[config.mk]
export PLATFORM = sky130hd
export DESIGN_NAME = panadv_reg
export DESIGN_NICKNAME = d
export VERILOG_FILES = /design/src/shared/panadv_pkg.sv /design/src/rtl/panadv_strap_latch.sv /design/src/rtl/panadv_reg.sv
export VERILOG_INCLUDE_DIRS = /design/src /design/src/shared
export SDC_FILE = /design/constraint.sdc
export NUM_CORES = 1
export LEC_CHECK = 0
export ABC_AREA = 1
export BUFFER_PORTS_ARGS = -buffer_cell sky130_fd_sc_hd__buf_2
export CAP_MARGIN = 20
export CORE_MARGIN = 8
export CORE_UTILIZATION = 35
export DETAILED_ROUTE_END_ITERATION = 16
export PLACE_DENSITY_LB_ADDON = 0.2
export SLEW_MARGIN = 20
export SYNTH_ARGS = -nofsm -noshare
export SYNTH_HDL_FRONTEND = slang
export SYNTH_SLANG_ARGS = --single-unit
[constraint.sdc]
create_clock -name clock -period 5.23 [get_ports clock]
set_input_delay 0.2615 -clock clock [delete_from_list [all_inputs] [get_ports clock]]
set_output_delay 0.2615 -clock clock [all_outputs]
set_load 0.02 [all_outputs]
[src/shared/panadv_cfg.svh]
/*
 * Constants of the auto-negotiation advertisement register bank.
 * Assumes inclusion by bare name from the package and the design modules.
 */
// Contract
// - Loader values overwrite register after reset, reload.
// - Bit 13 advertises remote fault, resets 0.
// - Bit 11 advertises asymmetric pause.
// - Bit 10 advertises symmetric pause.
// - Port 1 external mode: pause bits reset 0.
// - Manual strap 0: symmetric 1, asymmetric follows strap.
// - Manual strap 1: both pause bits reset 0.
// - Bit 8 default 0 external, else 1.
// - Bit 7 resets to 1 always.
// - Bit 6 default: 1 external, else autoneg or (!speed and duplex).
// - Bit 5 default: 1 external, else autoneg or not speed.
// - Bits 4:0 selector reset to 802.3 code.
// - Straps captured at chip reset deassertion.
`ifndef PANADV_CFG_SVH
`define PANADV_CFG_SVH

// ==========================================================
// Register map
`define PANADV_IDX_ADVERT   5'h04
`define PANADV_RESET_WORD   16'h0000
`define PANADV_WR_MASK      16'h3DFF

// ==========================================================
// Field positions
`define PANADV_B_RFAULT     13
`define PANADV_B_RSVD12     12
`define PANADV_B_ASYM       11
`define PANADV_B_SYM        10
`define PANADV_B_FD100      8
`define PANADV_B_HD100      7
`define PANADV_B_FD10       6
`define PANADV_B_HD10       5
`define PANADV_SEL_MSB      4
`define PANADV_SEL_LSB      0
`define PANADV_SEL_8023     5'h01

// ==========================================================
// Ports and strap capture
`define PANADV_NPORTS       2
`define PANADV_PORT1        1'h0
`define PANADV_STRAP_W      11

`endif

[src/shared/panadv_pkg.sv]
/*
 * Types of the auto-negotiation advertisement register bank.
 * Assumes panadv_cfg.svh for all numeric constants.
 */
`include "panadv_cfg.svh"

package panadv_pkg;

   // ==========================================================
   // Strap set of one port
   typedef struct packed {
      logic autoneg;
      logic speed;
      logic duplex;
      logic manual_flow_control_pin_setting;
      logic full_duplex_flow_control_pin_setting;
   } panadv_strap_t;

   // ==========================================================
   // Management access request
   typedef struct packed {
      logic        wr;
      logic        rd;
      logic        port;
      logic [4:0]  index;
      logic [15:0] wdata;
   } panadv_mgmt_t;

   // ==========================================================
   // Loader write
   typedef struct packed {
      logic        valid;
      logic        port;
      logic [15:0] data;
   } panadv_load_t;

   // ==========================================================
   // Capture sequencer states
   typedef enum logic [3:0] {
      PANADV_FILL1 = 4'h1,
      PANADV_FILL2 = 4'h2,
      PANADV_GRAB  = 4'h4,
      PANADV_DONE  = 4'h8
   } panadv_cap_state_t;

endpackage : panadv_pkg

[src/rtl/panadv_strap_latch.sv]
/*
 * Strap synchroniser and capture at reset release.
 * Assumes strap pins are stable around chip reset deassertion.
 */
`include "panadv_cfg.svh"

module panadv_strap_latch (
   // Clock and reset
   input  wire logic                         clock,
   input  wire logic                         reset,
   // Raw strap pins
   input  wire logic [`PANADV_STRAP_W-1:0]   pins,
   // Captured straps
   output logic      [`PANADV_STRAP_W-1:0]   cap_q,
   output logic                              cap_stb_q
);

   // ==========================================================
   // Two-flop synchroniser
   logic [`PANADV_STRAP_W-1:0]  meta_q;
   logic [`PANADV_STRAP_W-1:0]  sync_q;

   always_ff @(posedge clock or posedge reset) begin
      if (reset) begin
         meta_q <= '0;
         sync_q <= '0;
      end else begin
         meta_q <= pins;
         sync_q <= meta_q;
      end
   end

   // ==========================================================
   // Capture sequencer
   panadv_pkg::panadv_cap_state_t  state_q;
   panadv_pkg::panadv_cap_state_t  state_d;
   logic [`PANADV_STRAP_W-1:0]     cap_d;
   logic                           cap_stb_d;

   always_comb begin
      state_d   = state_q;
      cap_d     = cap_q;
      cap_stb_d = 1'b0;
      case (state_q)
         panadv_pkg::PANADV_FILL1: begin
            state_d = panadv_pkg::PANADV_FILL2;
         end
         panadv_pkg::PANADV_FILL2: begin
            state_d = panadv_pkg::PANADV_GRAB;
         end
         panadv_pkg::PANADV_GRAB: begin
            state_d   = panadv_pkg::PANADV_DONE;
            cap_d     = sync_q;
            cap_stb_d = 1'b1;
         end
         panadv_pkg::PANADV_DONE: begin
            state_d = panadv_pkg::PANADV_DONE;
         end
         default: begin
            state_d = panadv_pkg::PANADV_FILL1;
         end
      endcase
   end

   always_ff @(posedge clock or posedge reset) begin
      if (reset) begin
         state_q   <= panadv_pkg::PANADV_FILL1;
         cap_q     <= '0;
         cap_stb_q <= 1'b0;
      end else begin
         state_q   <= state_d;
         cap_q     <= cap_d;
         cap_stb_q <= cap_stb_d;
      end
   end

endmodule : panadv_strap_latch

[src/rtl/panadv_reg.sv]
/*
 * Per-port auto-negotiation advertisement registers of two PHYs,
 * with strap-derived defaults, loader overwrite and management access.
 * Assumes management and loader requests come from logic on clock,
 * and strap pins come from outside and are synchronised here.
 * Assumes strap pins settle before chip reset is released and stay put
 * for the three clocks of the capture sequence.
 * Assumes the loader follows each reload with its own words.
 * Assumes one management strobe per cycle at most.
 */
`include "panadv_cfg.svh"

module panadv_reg (
   // Clock and reset
   input  wire logic                                 clock,
   input  wire logic                                 reset,
   // Strap pins
   input  wire panadv_pkg::panadv_strap_t [1:0]      strap_pins,
   input  wire logic                                 port1_external_mode,
   // Configuration loader
   input  wire logic                                 reload,
   input  wire panadv_pkg::panadv_load_t             loader_req,
   // Management access
   input  wire panadv_pkg::panadv_mgmt_t             mgmt_req,
   output logic      [15:0]                          mgmt_rdata_q,
   output logic                                      mgmt_rvalid_q,
   // Advertised words and status
   output logic      [1:0][15:0]                     advert_q,
   output logic                                      defaults_ready_q
);

   // ==========================================================
   // Strap capture
   logic [`PANADV_STRAP_W-1:0]        cap_raw;
   logic                              cap_stb;
   panadv_pkg::panadv_strap_t [1:0]   cap_straps;
   logic                              cap_ext;

   panadv_strap_latch u_strap_latch (
      .clock     (clock),
      .reset     (reset),
      .pins      ({port1_external_mode, strap_pins}),
      .cap_q     (cap_raw),
      .cap_stb_q (cap_stb)
   );

   assign cap_straps = cap_raw[`PANADV_STRAP_W-2:0];
   assign cap_ext    = cap_raw[`PANADV_STRAP_W-1];

   // ==========================================================
   // Asymmetric pause default of one port
   function automatic logic panadv_asym (
      input logic                      ext,
      input panadv_pkg::panadv_strap_t s
   );
      logic r;
      if (ext) begin
         r = 1'b0;
      end else if (s.manual_flow_control_pin_setting) begin
         r = 1'b0;
      end else begin
         r = s.full_duplex_flow_control_pin_setting;
      end
      return r;
   endfunction : panadv_asym

   // ==========================================================
   // Symmetric pause default of one port
   function automatic logic panadv_sym (
      input logic                      ext,
      input panadv_pkg::panadv_strap_t s
   );
      logic r;
      if (ext) begin
         r = 1'b0;
      end else if (s.manual_flow_control_pin_setting) begin
         r = 1'b0;
      end else begin
         r = 1'b1;
      end
      return r;
   endfunction : panadv_sym

   // ==========================================================
   // Default word of one port
   function automatic logic [15:0] panadv_default (
      input logic                      is_port1,
      input logic                      ext_mode,
      input panadv_pkg::panadv_strap_t s
   );
      logic [15:0] w;
      logic        ext;
      w   = `PANADV_RESET_WORD;
      ext = is_port1 & ext_mode;
      w[`PANADV_B_RFAULT] = 1'b0;
      w[`PANADV_B_RSVD12] = 1'b0;
      w[`PANADV_B_ASYM] = panadv_asym(ext, s);
      w[`PANADV_B_SYM]  = panadv_sym(ext, s);
      w[`PANADV_B_FD100] = ~ext;
      w[`PANADV_B_HD100] = 1'b1;
      w[`PANADV_B_FD10]  = ext | s.autoneg | (~s.speed & s.duplex);
      w[`PANADV_B_HD10]  = ext | s.autoneg | ~s.speed;
      w[`PANADV_SEL_MSB:`PANADV_SEL_LSB] = `PANADV_SEL_8023;
      return w;
   endfunction : panadv_default

   // ==========================================================
   // Reload honoured only once straps are held
   logic  reload_ok;

   assign reload_ok = reload & defaults_ready_q;

   // ==========================================================
   // Default application control
   logic  apply_q;
   logic  apply_d;
   logic  ready_d;

   always_comb begin
      apply_d = cap_stb | reload_ok;
      ready_d = defaults_ready_q | cap_stb;
   end

   always_ff @(posedge clock or posedge reset) begin
      if (reset) begin
         apply_q          <= 1'b0;
         defaults_ready_q <= 1'b0;
      end else begin
         apply_q          <= apply_d;
         defaults_ready_q <= ready_d;
      end
   end

   // ==========================================================
   // Management decode
   logic  mgmt_hit;

   assign mgmt_hit = (mgmt_req.index == `PANADV_IDX_ADVERT);

   // ==========================================================
   // Write data conditioning
   logic [15:0]  wr_word;
   logic [15:0]  load_word;

   assign wr_word   = mgmt_req.wdata & `PANADV_WR_MASK;
   assign load_word = loader_req.data & `PANADV_WR_MASK;

   // ==========================================================
   // Per-port register
   genvar p;
   generate
      for (p = 0; p < `PANADV_NPORTS; p = p + 1) begin : g_port
         logic         is_p1;
         logic         load_hit;
         logic         wr_hit;
         logic [15:0]  dflt_q;
         logic [15:0]  dflt_d;
         logic [15:0]  adv_d;

         // Port role and request decode
         assign is_p1    = (p == 0);
         assign load_hit = loader_req.valid & (loader_req.port == 1'(p));
         assign wr_hit   = mgmt_req.wr & mgmt_hit & (mgmt_req.port == 1'(p));

         // Default word, held from capture for later reloads
         always_comb begin
            dflt_d = dflt_q;
            if (cap_stb) begin
               dflt_d = panadv_default(is_p1, cap_ext, cap_straps[p]);
            end
         end

         always_ff @(posedge clock or posedge reset) begin
            if (reset) begin
               dflt_q <= `PANADV_RESET_WORD;
            end else begin
               dflt_q <= dflt_d;
            end
         end

         // Next word: loader, then defaults, then software
         always_comb begin
            adv_d = advert_q[p];
            if (load_hit) begin
               adv_d = load_word;
            end else if (apply_q) begin
               adv_d = dflt_q;
            end else if (wr_hit) begin
               adv_d = wr_word;
            end
         end

         always_ff @(posedge clock or posedge reset) begin
            if (reset) begin
               advert_q[p] <= `PANADV_RESET_WORD;
            end else begin
               advert_q[p] <= adv_d;
            end
         end
      end
   endgenerate

   // ==========================================================
   // Read path
   logic [15:0]  rdata_d;
   logic         rvalid_d;

   always_comb begin
      rvalid_d = mgmt_req.rd;
      rdata_d  = mgmt_rdata_q;
      if (mgmt_req.rd) begin
         if (mgmt_hit) begin
            rdata_d = advert_q[mgmt_req.port] & `PANADV_WR_MASK;
         end else begin
            rdata_d = `PANADV_RESET_WORD;
         end
      end
   end

   always_ff @(posedge clock or posedge reset) begin
      if (reset) begin
         mgmt_rdata_q  <= `PANADV_RESET_WORD;
         mgmt_rvalid_q <= 1'b0;
      end else begin
         mgmt_rdata_q  <= rdata_d;
         mgmt_rvalid_q <= rvalid_d;
      end
   end

endmodule : panadv_reg

==> impl_metrics.py, run 1 <==
metrics = {
    "status": {
        "status": "finished clean",
    },
    "routing": {
        "drcViolationCount": 0,
        "firstDrtPassIters": 4,
        "totalWireLength_um": 9209,
        "wl_met2_um": 4336,
        "routedWlPerCell_um": 13.58,
        "antenna_left": 0,
        "dr.first_iter.drc_count": 217,
        "m1WireLength_um": 4165,
        "vias_per_cell": 4.583,
        "topRoutingLayerUsed": "met4",
        "wl_met3_um": 653,
        "vias": 3107,
    },
    "global_route": {
        "grt_pass1_vias": 3145,
        "grt_max_degree": 91,
        "grt_pass1_wl_um": 15410,
        "overflow": 0,
        "antenna_found_initial": 0,
        "track_usage_pct": 12.89,
    },
    "worst_setup_path": {
        "end_kind": "flop",
        "start_kind": "flop",
        "path_depth": 5,
        "cp.arrival_ps": 2080,
        "path_max_fanout": 29,
        "path_buf_inv": 1,
        "timing.rr.start": "apply_q",
        "max_stage_delay_ps": 880,
        "cp-endpoint": "advert_q[10]",
        "required_ps": 5500,
        "path_cells": "nor2_2, buf_4, nand2_1, nand2_1, nand2_1",
        "r2r_end": "advert_q[10]",
        "reg2reg_slack_ps": 3420,
        "cp-startpoint": "apply_q",
        "path_common_cell": "nand2_1",
        "slowest_stage": "dfrtp_1",
        "ff2ff_path_depth": 5,
        "path_class": "flop to flop",
        "cp_top_family": "flip-flops",
    },
    "sta": {
        "relSlewSlack_pct": 45.51,
        "period_minus_slack_ps": 1805,
        "grt_setup_unrepaired": "no",
        "max_freq_mhz": 553.9,
        "hold_viol": 0,
        "drv_slew": 0,
        "setup_ws_ps": 3425,
        "skew_ps": 7.477,
        "setup_tns_ps": 0,
        "setup_viol": 0,
        "finalCritPeriodShare_pct": 34.52,
        "worst_pin_slew_ps": 817.3,
    },
    "layout": {
        "drive_gt1_share_pct": 24.16,
        "areaGrowthSynthToFinish_pct": 20.09,
        "num-nets-final": 589,
        "nFillCells": 1129,
        "diodes": 0,
        "fin_cells": 678,
    },
    "synth": {
        "yosysSeqAreaShare_pct": 57.16,
        "ys_warn_count": 0,
        "synth_area_leader_cell": "dfrtp_1",
        "synthDistinctLibCells": 26,
        "netlist_top_cells_area": "dfrtp_1 56%, nand2_1 13%, o21ai_0 5.7%, inv_1 4.6%, nand3_1 3.4%",
        "syn_area_per_cell_um2": 8.761,
        "syn_inst": 450,
        "ys_ff_latch": 90,
        "syn_area_um2": 3943,
        "synth_top_area_share_pct": 56.49,
    },
    "placed_design": {
        "dp_slack_ps": 3303,
        "dpl.hpwl_um": 6781,
        "place.gp.congestion": 0.7751,
        "dp.cells": 662,
        "io_buffers": 90,
    },
    "power_and_ir_drop": {
        "p_per_area_nw_per_um2": 335.7,
        "ir_drop_mv": 0.1818,
        "leakage_uw": 0.002492,
    },
    "die": {
        "ioPinCount": 106,
        "die_h_um": 122.1,
        "dieArea_um2": 14920,
        "die_w_um": 122.1,
        "start_util_pct": 36.05,
        "row_count": 38,
        "core_um2": 10940,
    },
    "cts": {
        "clk_path_buf_depth": 2,
        "clk_pin_slew_worst_paths_ps": 70,
        "cts_buffers": 9,
        "postCtsSetupRepairBufs": 0,
        "cts_hold_buf": 0,
        "cts_resized": 0,
        "clock_sinks": 90,
        "htreeDepth": 3,
        "root_buffer": "clkbuf_16",
        "clock_latency_ps": 340,
        "tritoncts": "yes",
    },
    "job": {
        "drv_cap": 0,
    },
    "hold_path": {
        "min_path_type": "input pin to flop",
    },
}
==> cells in the final DEF (no fill, tap or decap), drive strengths merged <==
master    n
nand2   138
conb      9
inv      56
nand3    27
or2       4
clkbuf    9
a21oi     2
dfrtp    89
nand4     3
a21o      1
dfstp     1
o21ai    58
a31oi     1
o22ai    13
nor3      3
nor2     14
o21a     13
buf      94
clkinv    3
==> metal layers <==
layer  vias to the layer above  GRT usage, %
met5                         -             0
met4                         0         2.970
met3                         6         3.887
met2                        70         21.35
met1                      1443         16.21
li1                       1588             -
==> cells by family (layout without fill, tap and decap cells) <==
family | after synthesis | count (layout) | synth area share, %
AO/OA/AOI/OAI | 88 | 88 | 12.60
buffers and inverters | 82 | 162 | 9.775
flip-flops | 90 | 90 | 57.16
other | 1 | 9 | 0.09512
AND/OR/NAND/NOR | 189 | 189 | 20.37
==> registers in the layout, summed over array words and instances (netlist names), 4 cells and up <==
| register | count |
|---|---|
| advert_q | 26 |
| g_port.dflt_q | 10 |
| mgmt_rdata_q | 13 |
| u_strap_latch.cap_q | 11 |
| u_strap_latch.meta_q | 11 |
| u_strap_latch.state_q | 4 |
| u_strap_latch.sync_q | 11 |
==> how the worst min path moves through the flow <==
stage,start,endpoint,cells after the start
detailed placement,u_strap_latch.meta_q[10],u_strap_latch.sync_q[10],0
finish,strap_pins[8],u_strap_latch.meta_q[8],1
global placement,u_strap_latch.meta_q[7],u_strap_latch.sync_q[7],0
CTS,strap_pins[3],u_strap_latch.meta_q[3],1
floorplan,mgmt_req[22],mgmt_rvalid_q,0
global route,strap_pins[2],u_strap_latch.meta_q[2],1
==> synthesized netlist by cell type <==
| cell type | number |
|---|---|
| nand2_1 | 136 |
| nor3_1 | 3 |
| buf_2 | 8 |
| nand4_2 | 3 |
| o22ai_1 | 13 |
| buf_4 | 16 |
| dfstp_2 | 1 |
| nor2_1 | 10 |
| inv_2 | 4 |
| nor2_4 | 1 |
| inv_1 | 48 |
| nand3_1 | 27 |
| a31oi_1 | 1 |
| conb_1 | 1 |
| clkbuf_1 | 5 |
| nor2_2 | 3 |
| a21oi_1 | 1 |
| nand2_2 | 2 |
| buf_6 | 1 |
| o21a_1 | 13 |
| a21oi_2 | 1 |
| o21ai_0 | 45 |
| a21o_1 | 1 |
| o21ai_1 | 13 |
| dfrtp_1 | 89 |
| or2_2 | 4 |
==> stage by stage <==
stage	util [%]	hold WS [ps]	total power [uW]	area, um2
6_report	43.30	22.68	1589	4735
5_1_grt	43.30	2.134	1671	4735
4_1_cts	43.30	14.00	1610	4735
3_5_place_dp	40.63	334.7	985.3	4443
3_3_place_gp	40.60	333.5	981.7	4439
2_1_floorplan	-	292.9	912.4	3973
==> layout make-up <==
cell class	instances	area (um2)	area share [%]
Timing Repair Buffer	94	484.2	10.23
Multi-Input combinational cell	286	1334	28.17
Clock inverter	7	66.31	1.401
Sequential cell	90	2253	47.60
Tap cell	140	175.2	3.700
Inverter	52	196.4	4.149
Clock buffer	9	225.2	4.757
==> report_power, final <==
part | internal, uW | switching [uW] | total, uW
registers | 738 | 32.7 | 771
clock network | 335 | 286 | 621
logic | 68.2 | 130 | 198
(Power assumes the default switching activity.)
==> run 2, diff against run 1 <==
--- a/config.mk
+++ b/config.mk
@@ -6,7 +6,7 @@
 export SDC_FILE = /design/constraint.sdc
 export NUM_CORES = 1
 export LEC_CHECK = 0
-export ABC_AREA = 1
+export ABC_AREA = 0
 export BUFFER_PORTS_ARGS = -buffer_cell sky130_fd_sc_hd__buf_2
 export CAP_MARGIN = 20
 export CORE_MARGIN = 8
==> constraint.sdc (replaced) <==
create_clock -name clock -period 1.75 [get_ports clock]
set_input_delay 0.0875 -clock clock [delete_from_list [all_inputs] [get_ports clock]]
set_output_delay 0.0875 -clock clock [all_outputs]
set_load 0.02 [all_outputs]
==> run 2 against run 1 <==
- non-clock buffer count up 23
- sequential power rose to 3.0 times the previous value
- design area up 2.0%
- routed wire length down 7.2%
- die area down 2.2%
- global-route usage down 0.86 points
- largest cell class unchanged
- highest routed layer unchanged
==> impl_metrics.py, run 2 <==
metrics = {
    "global_route": {
        "grt_pass1_wl_um": 13960,
        "overflow": 0,
        "grt_max_degree": 28,
        "track_usage_pct": 12.03,
        "grt_pass1_vias": 2640,
        "antenna_found_initial": 0,
    },
    "cts": {
        "htreeDepth": 3,
        "clock_latency_ps": 350,
        "root_buffer": "clkbuf_8",
        "postCtsSetupRepairBufs": 0,
        "cts_buffers": 9,
        "clk_path_buf_depth": 2,
        "tritoncts": "yes",
        "clock_sinks": 90,
        "clk_pin_slew_worst_paths_ps": 90,
    },
    "synth": {
        "synth_area_leader_cell": "dfrtp_1",
        "syn_inst": 286,
        "yosysSeqAreaShare_pct": 58.65,
        "ys.flop_type": "dfrtp_1",
        "synth_edf_count": 0,
        "netlist_top_cells_area": "dfrtp_1 58%, mux2_2 16%, mux2i_1 4.7%, mux2_4 3.9%, o22ai_1 2.1%",
        "syn_area_per_cell_um2": 13.44,
        "syn_area_um2": 3842,
        "ys_warn_count": 0,
        "synthDistinctLibCells": 31,
        "async_flop_share_pct": 100.0,
        "ys_ff_latch": 90,
        "synth_commonest_cells": "89 x dfrtp_1, 54 x mux2_2, 19 x inv_1",
        "yosysMostFrequentCell": "dfrtp_1",
        "synth_top_area_share_pct": 57.96,
    },
    "die": {
        "row_count": 38,
        "dieArea_um2": 14590,
        "die_w_um": 120.8,
        "start_util_pct": 35.60,
        "ioPinCount": 106,
        "die_h_um": 120.8,
        "core_um2": 10790,
    },
    "routing": {
        "antenna_left": 0,
        "wl_met3_um": 606,
        "vias": 2447,
        "vias_per_cell": 4.498,
        "topRoutingLayerUsed": "met4",
        "dr.first_iter.drc_count": 104,
        "m1WireLength_um": 3777,
        "routedWlPerCell_um": 15.70,
        "totalWireLength_um": 8542,
        "drcViolationCount": 0,
        "wl_met2_um": 4062,
        "firstDrtPassIters": 4,
    },
    "layout": {
        "diodes": 0,
        "final_common_cell": "buf_2",
        "num-nets-final": 455,
        "final_cell_mix": "90 x buf_2, 89 x dfrtp_1, 54 x mux2_2",
        "reg.largest.list": "advert_q (26), mgmt_rdata_q (13)",
        "nFillCells": 1009,
        "areaGrowthSynthToFinish_pct": 25.72,
        "largest_reg_flops": 26,
        "finalCoreUtilization_pct": 44.76,
        "top_register": "advert_q",
        "fin_cells": 544,
        "drive_gt1_share_pct": 47.52,
    },
    "worst_setup_path": {
        "r2r_end": "advert_q[11]",
        "start_kind": "flop",
        "ff2ff_path_depth": 4,
        "reg2reg_slack_ps": 210,
        "timing.rr.start": "apply_q",
        "required_ps": 1990,
        "path_class": "flop to flop",
        "cp.arrival_ps": 1780,
        "path_max_fanout": 20,
        "end_kind": "flop",
    },
    "power_and_ir_drop": {
        "p_seq_share_pct": 53.4,
        "internal_power_uw": 3107,
        "share_comb_of_total_power_pct": 16.3,
        "swShare_pct": 27.76,
        "clockPowerShare_pct": 30.3,
        "leakage_uw": 0.002272,
        "p_per_area_nw_per_um2": 890.3,
        "ir_drop_mv": 0.4198,
        "switching_power_uw": 1194,
    },
    "sta": {
        "skew_ps": 10.80,
        "drv_slew": 0,
        "grt_setup_unrepaired": "no",
        "finalCritPeriodShare_pct": 88.12,
        "max_freq_mhz": 648.5,
        "worst_pin_slew_ps": 568.1,
        "hold_viol": 0,
        "period_minus_slack_ps": 1542,
        "hold_slack_ps": 90.49,
        "setup_tns_ps": 0,
        "setup_viol": 0,
        "relSlewSlack_pct": 62.05,
    },
    "hold_path": {
        "holdCritStartpoint": "mgmt_req[22]",
        "min_path_type": "input pin to flop",
        "hold_depth": 2,
        "holdPathEnd": "mgmt_rvalid_q",
    },
    "status": {
        "status": "finished clean",
    },
    "placed_design": {
        "dp.cells": 515,
        "dpl.hpwl_um": 6470,
        "io_buffers": 90,
        "place.gp.congestion": 0.7370,
    },
    "job": {
        "drv_cap": 0,
    },
}
[run 2: final cells by class]
class	count	area, um2	share of cell area, %
multi-input combinational	162	1400	28.98
inverter	19	75.07	1.554
tap	140	175.2	3.626
clock buffer	10	137.6	2.849
clock inverter	6	41.29	0.8547
sequential	90	2253	46.65
timing repair buffer	117	748.2	15.49
[run 2: cells by family (layout without fill, tap and decap cells)]
group	after synthesis	count (layout)	synth area share (%)
AOI/OAI and AO/OA	33	33	5.308
xor gates and xnor gates	1	1	0.2280
buffers and inverters	42	152	5.698
DFF	90	90	58.65
muxes	82	82	24.42
other	1	9	0.09759
and+or+nand+nor	37	37	5.601
[run 2: worst max-delay path, stage by stage (launching register included)]
cell and delay [ps]:
dfrtp_1 380, buf_12 180, mux2_2 350, mux2_2 260, mux2_2 260
[run 2: power groups by stage]
| stage | clock, uW | sequential (uW) | combinational, uW |
|---|---|---|---|
| 2_1_floorplan | 0 | 2420 | 355 |
| 3_3_place_gp | 0 | 2340 | 687 |
| 3_5_place_dp | 0 | 2340 | 694 |
| 4_1_cts | 1350 | 2300 | 717 |
| 5_1_grt | 1440 | 2320 | 763 |
| 6_report | 1300 | 2300 | 702 |
[run 2: repair_timing]
item / in CTS / in global routing
endpoints found under the setup margin: 0 / 0
gates resized for setup: 0 / 0
endpoints found under the hold margin: 33 / 0
hold buffers: 13 / 0
[run 2: per-stage QoR]
step	instance area (um2)	setup WS, ps	total power (uW)
5_1_grt	4831	166.1	4516
6_report	4831	208.0	4301
2_1_floorplan	3876	126.1	2779
4_1_cts	4831	200.9	4366
3_5_place_dp	4522	66.40	3036
3_3_place_gp	4522	40.44	3023
[run 2: per-layer routing]
layer | vias up | global-route usage [%]
li1 | 1204 | -
met4 | 0 | 4.215
met1 | 1156 | 14.67
met3 | 10 | 3.124
met2 | 77 | 20.18
met5 | - | 0
[run 2: worst max path at each step]
| stage | startpoint | to | slack [ps] | depth (start not counted) |
|---|---|---|---|---|
| after floorplan | apply_q | advert_q[0] | 130 | 4 |
| after global placement | mgmt_req[17] | advert_q[13] | 40 | 5 |
| after detailed placement | mgmt_req[17] | advert_q[13] | 70 | 5 |
| after CTS | apply_q | advert_q[11] | 200 | 4 |
| after global routing | apply_q | advert_q[6] | 170 | 4 |
| final | apply_q | advert_q[11] | 210 | 4 |
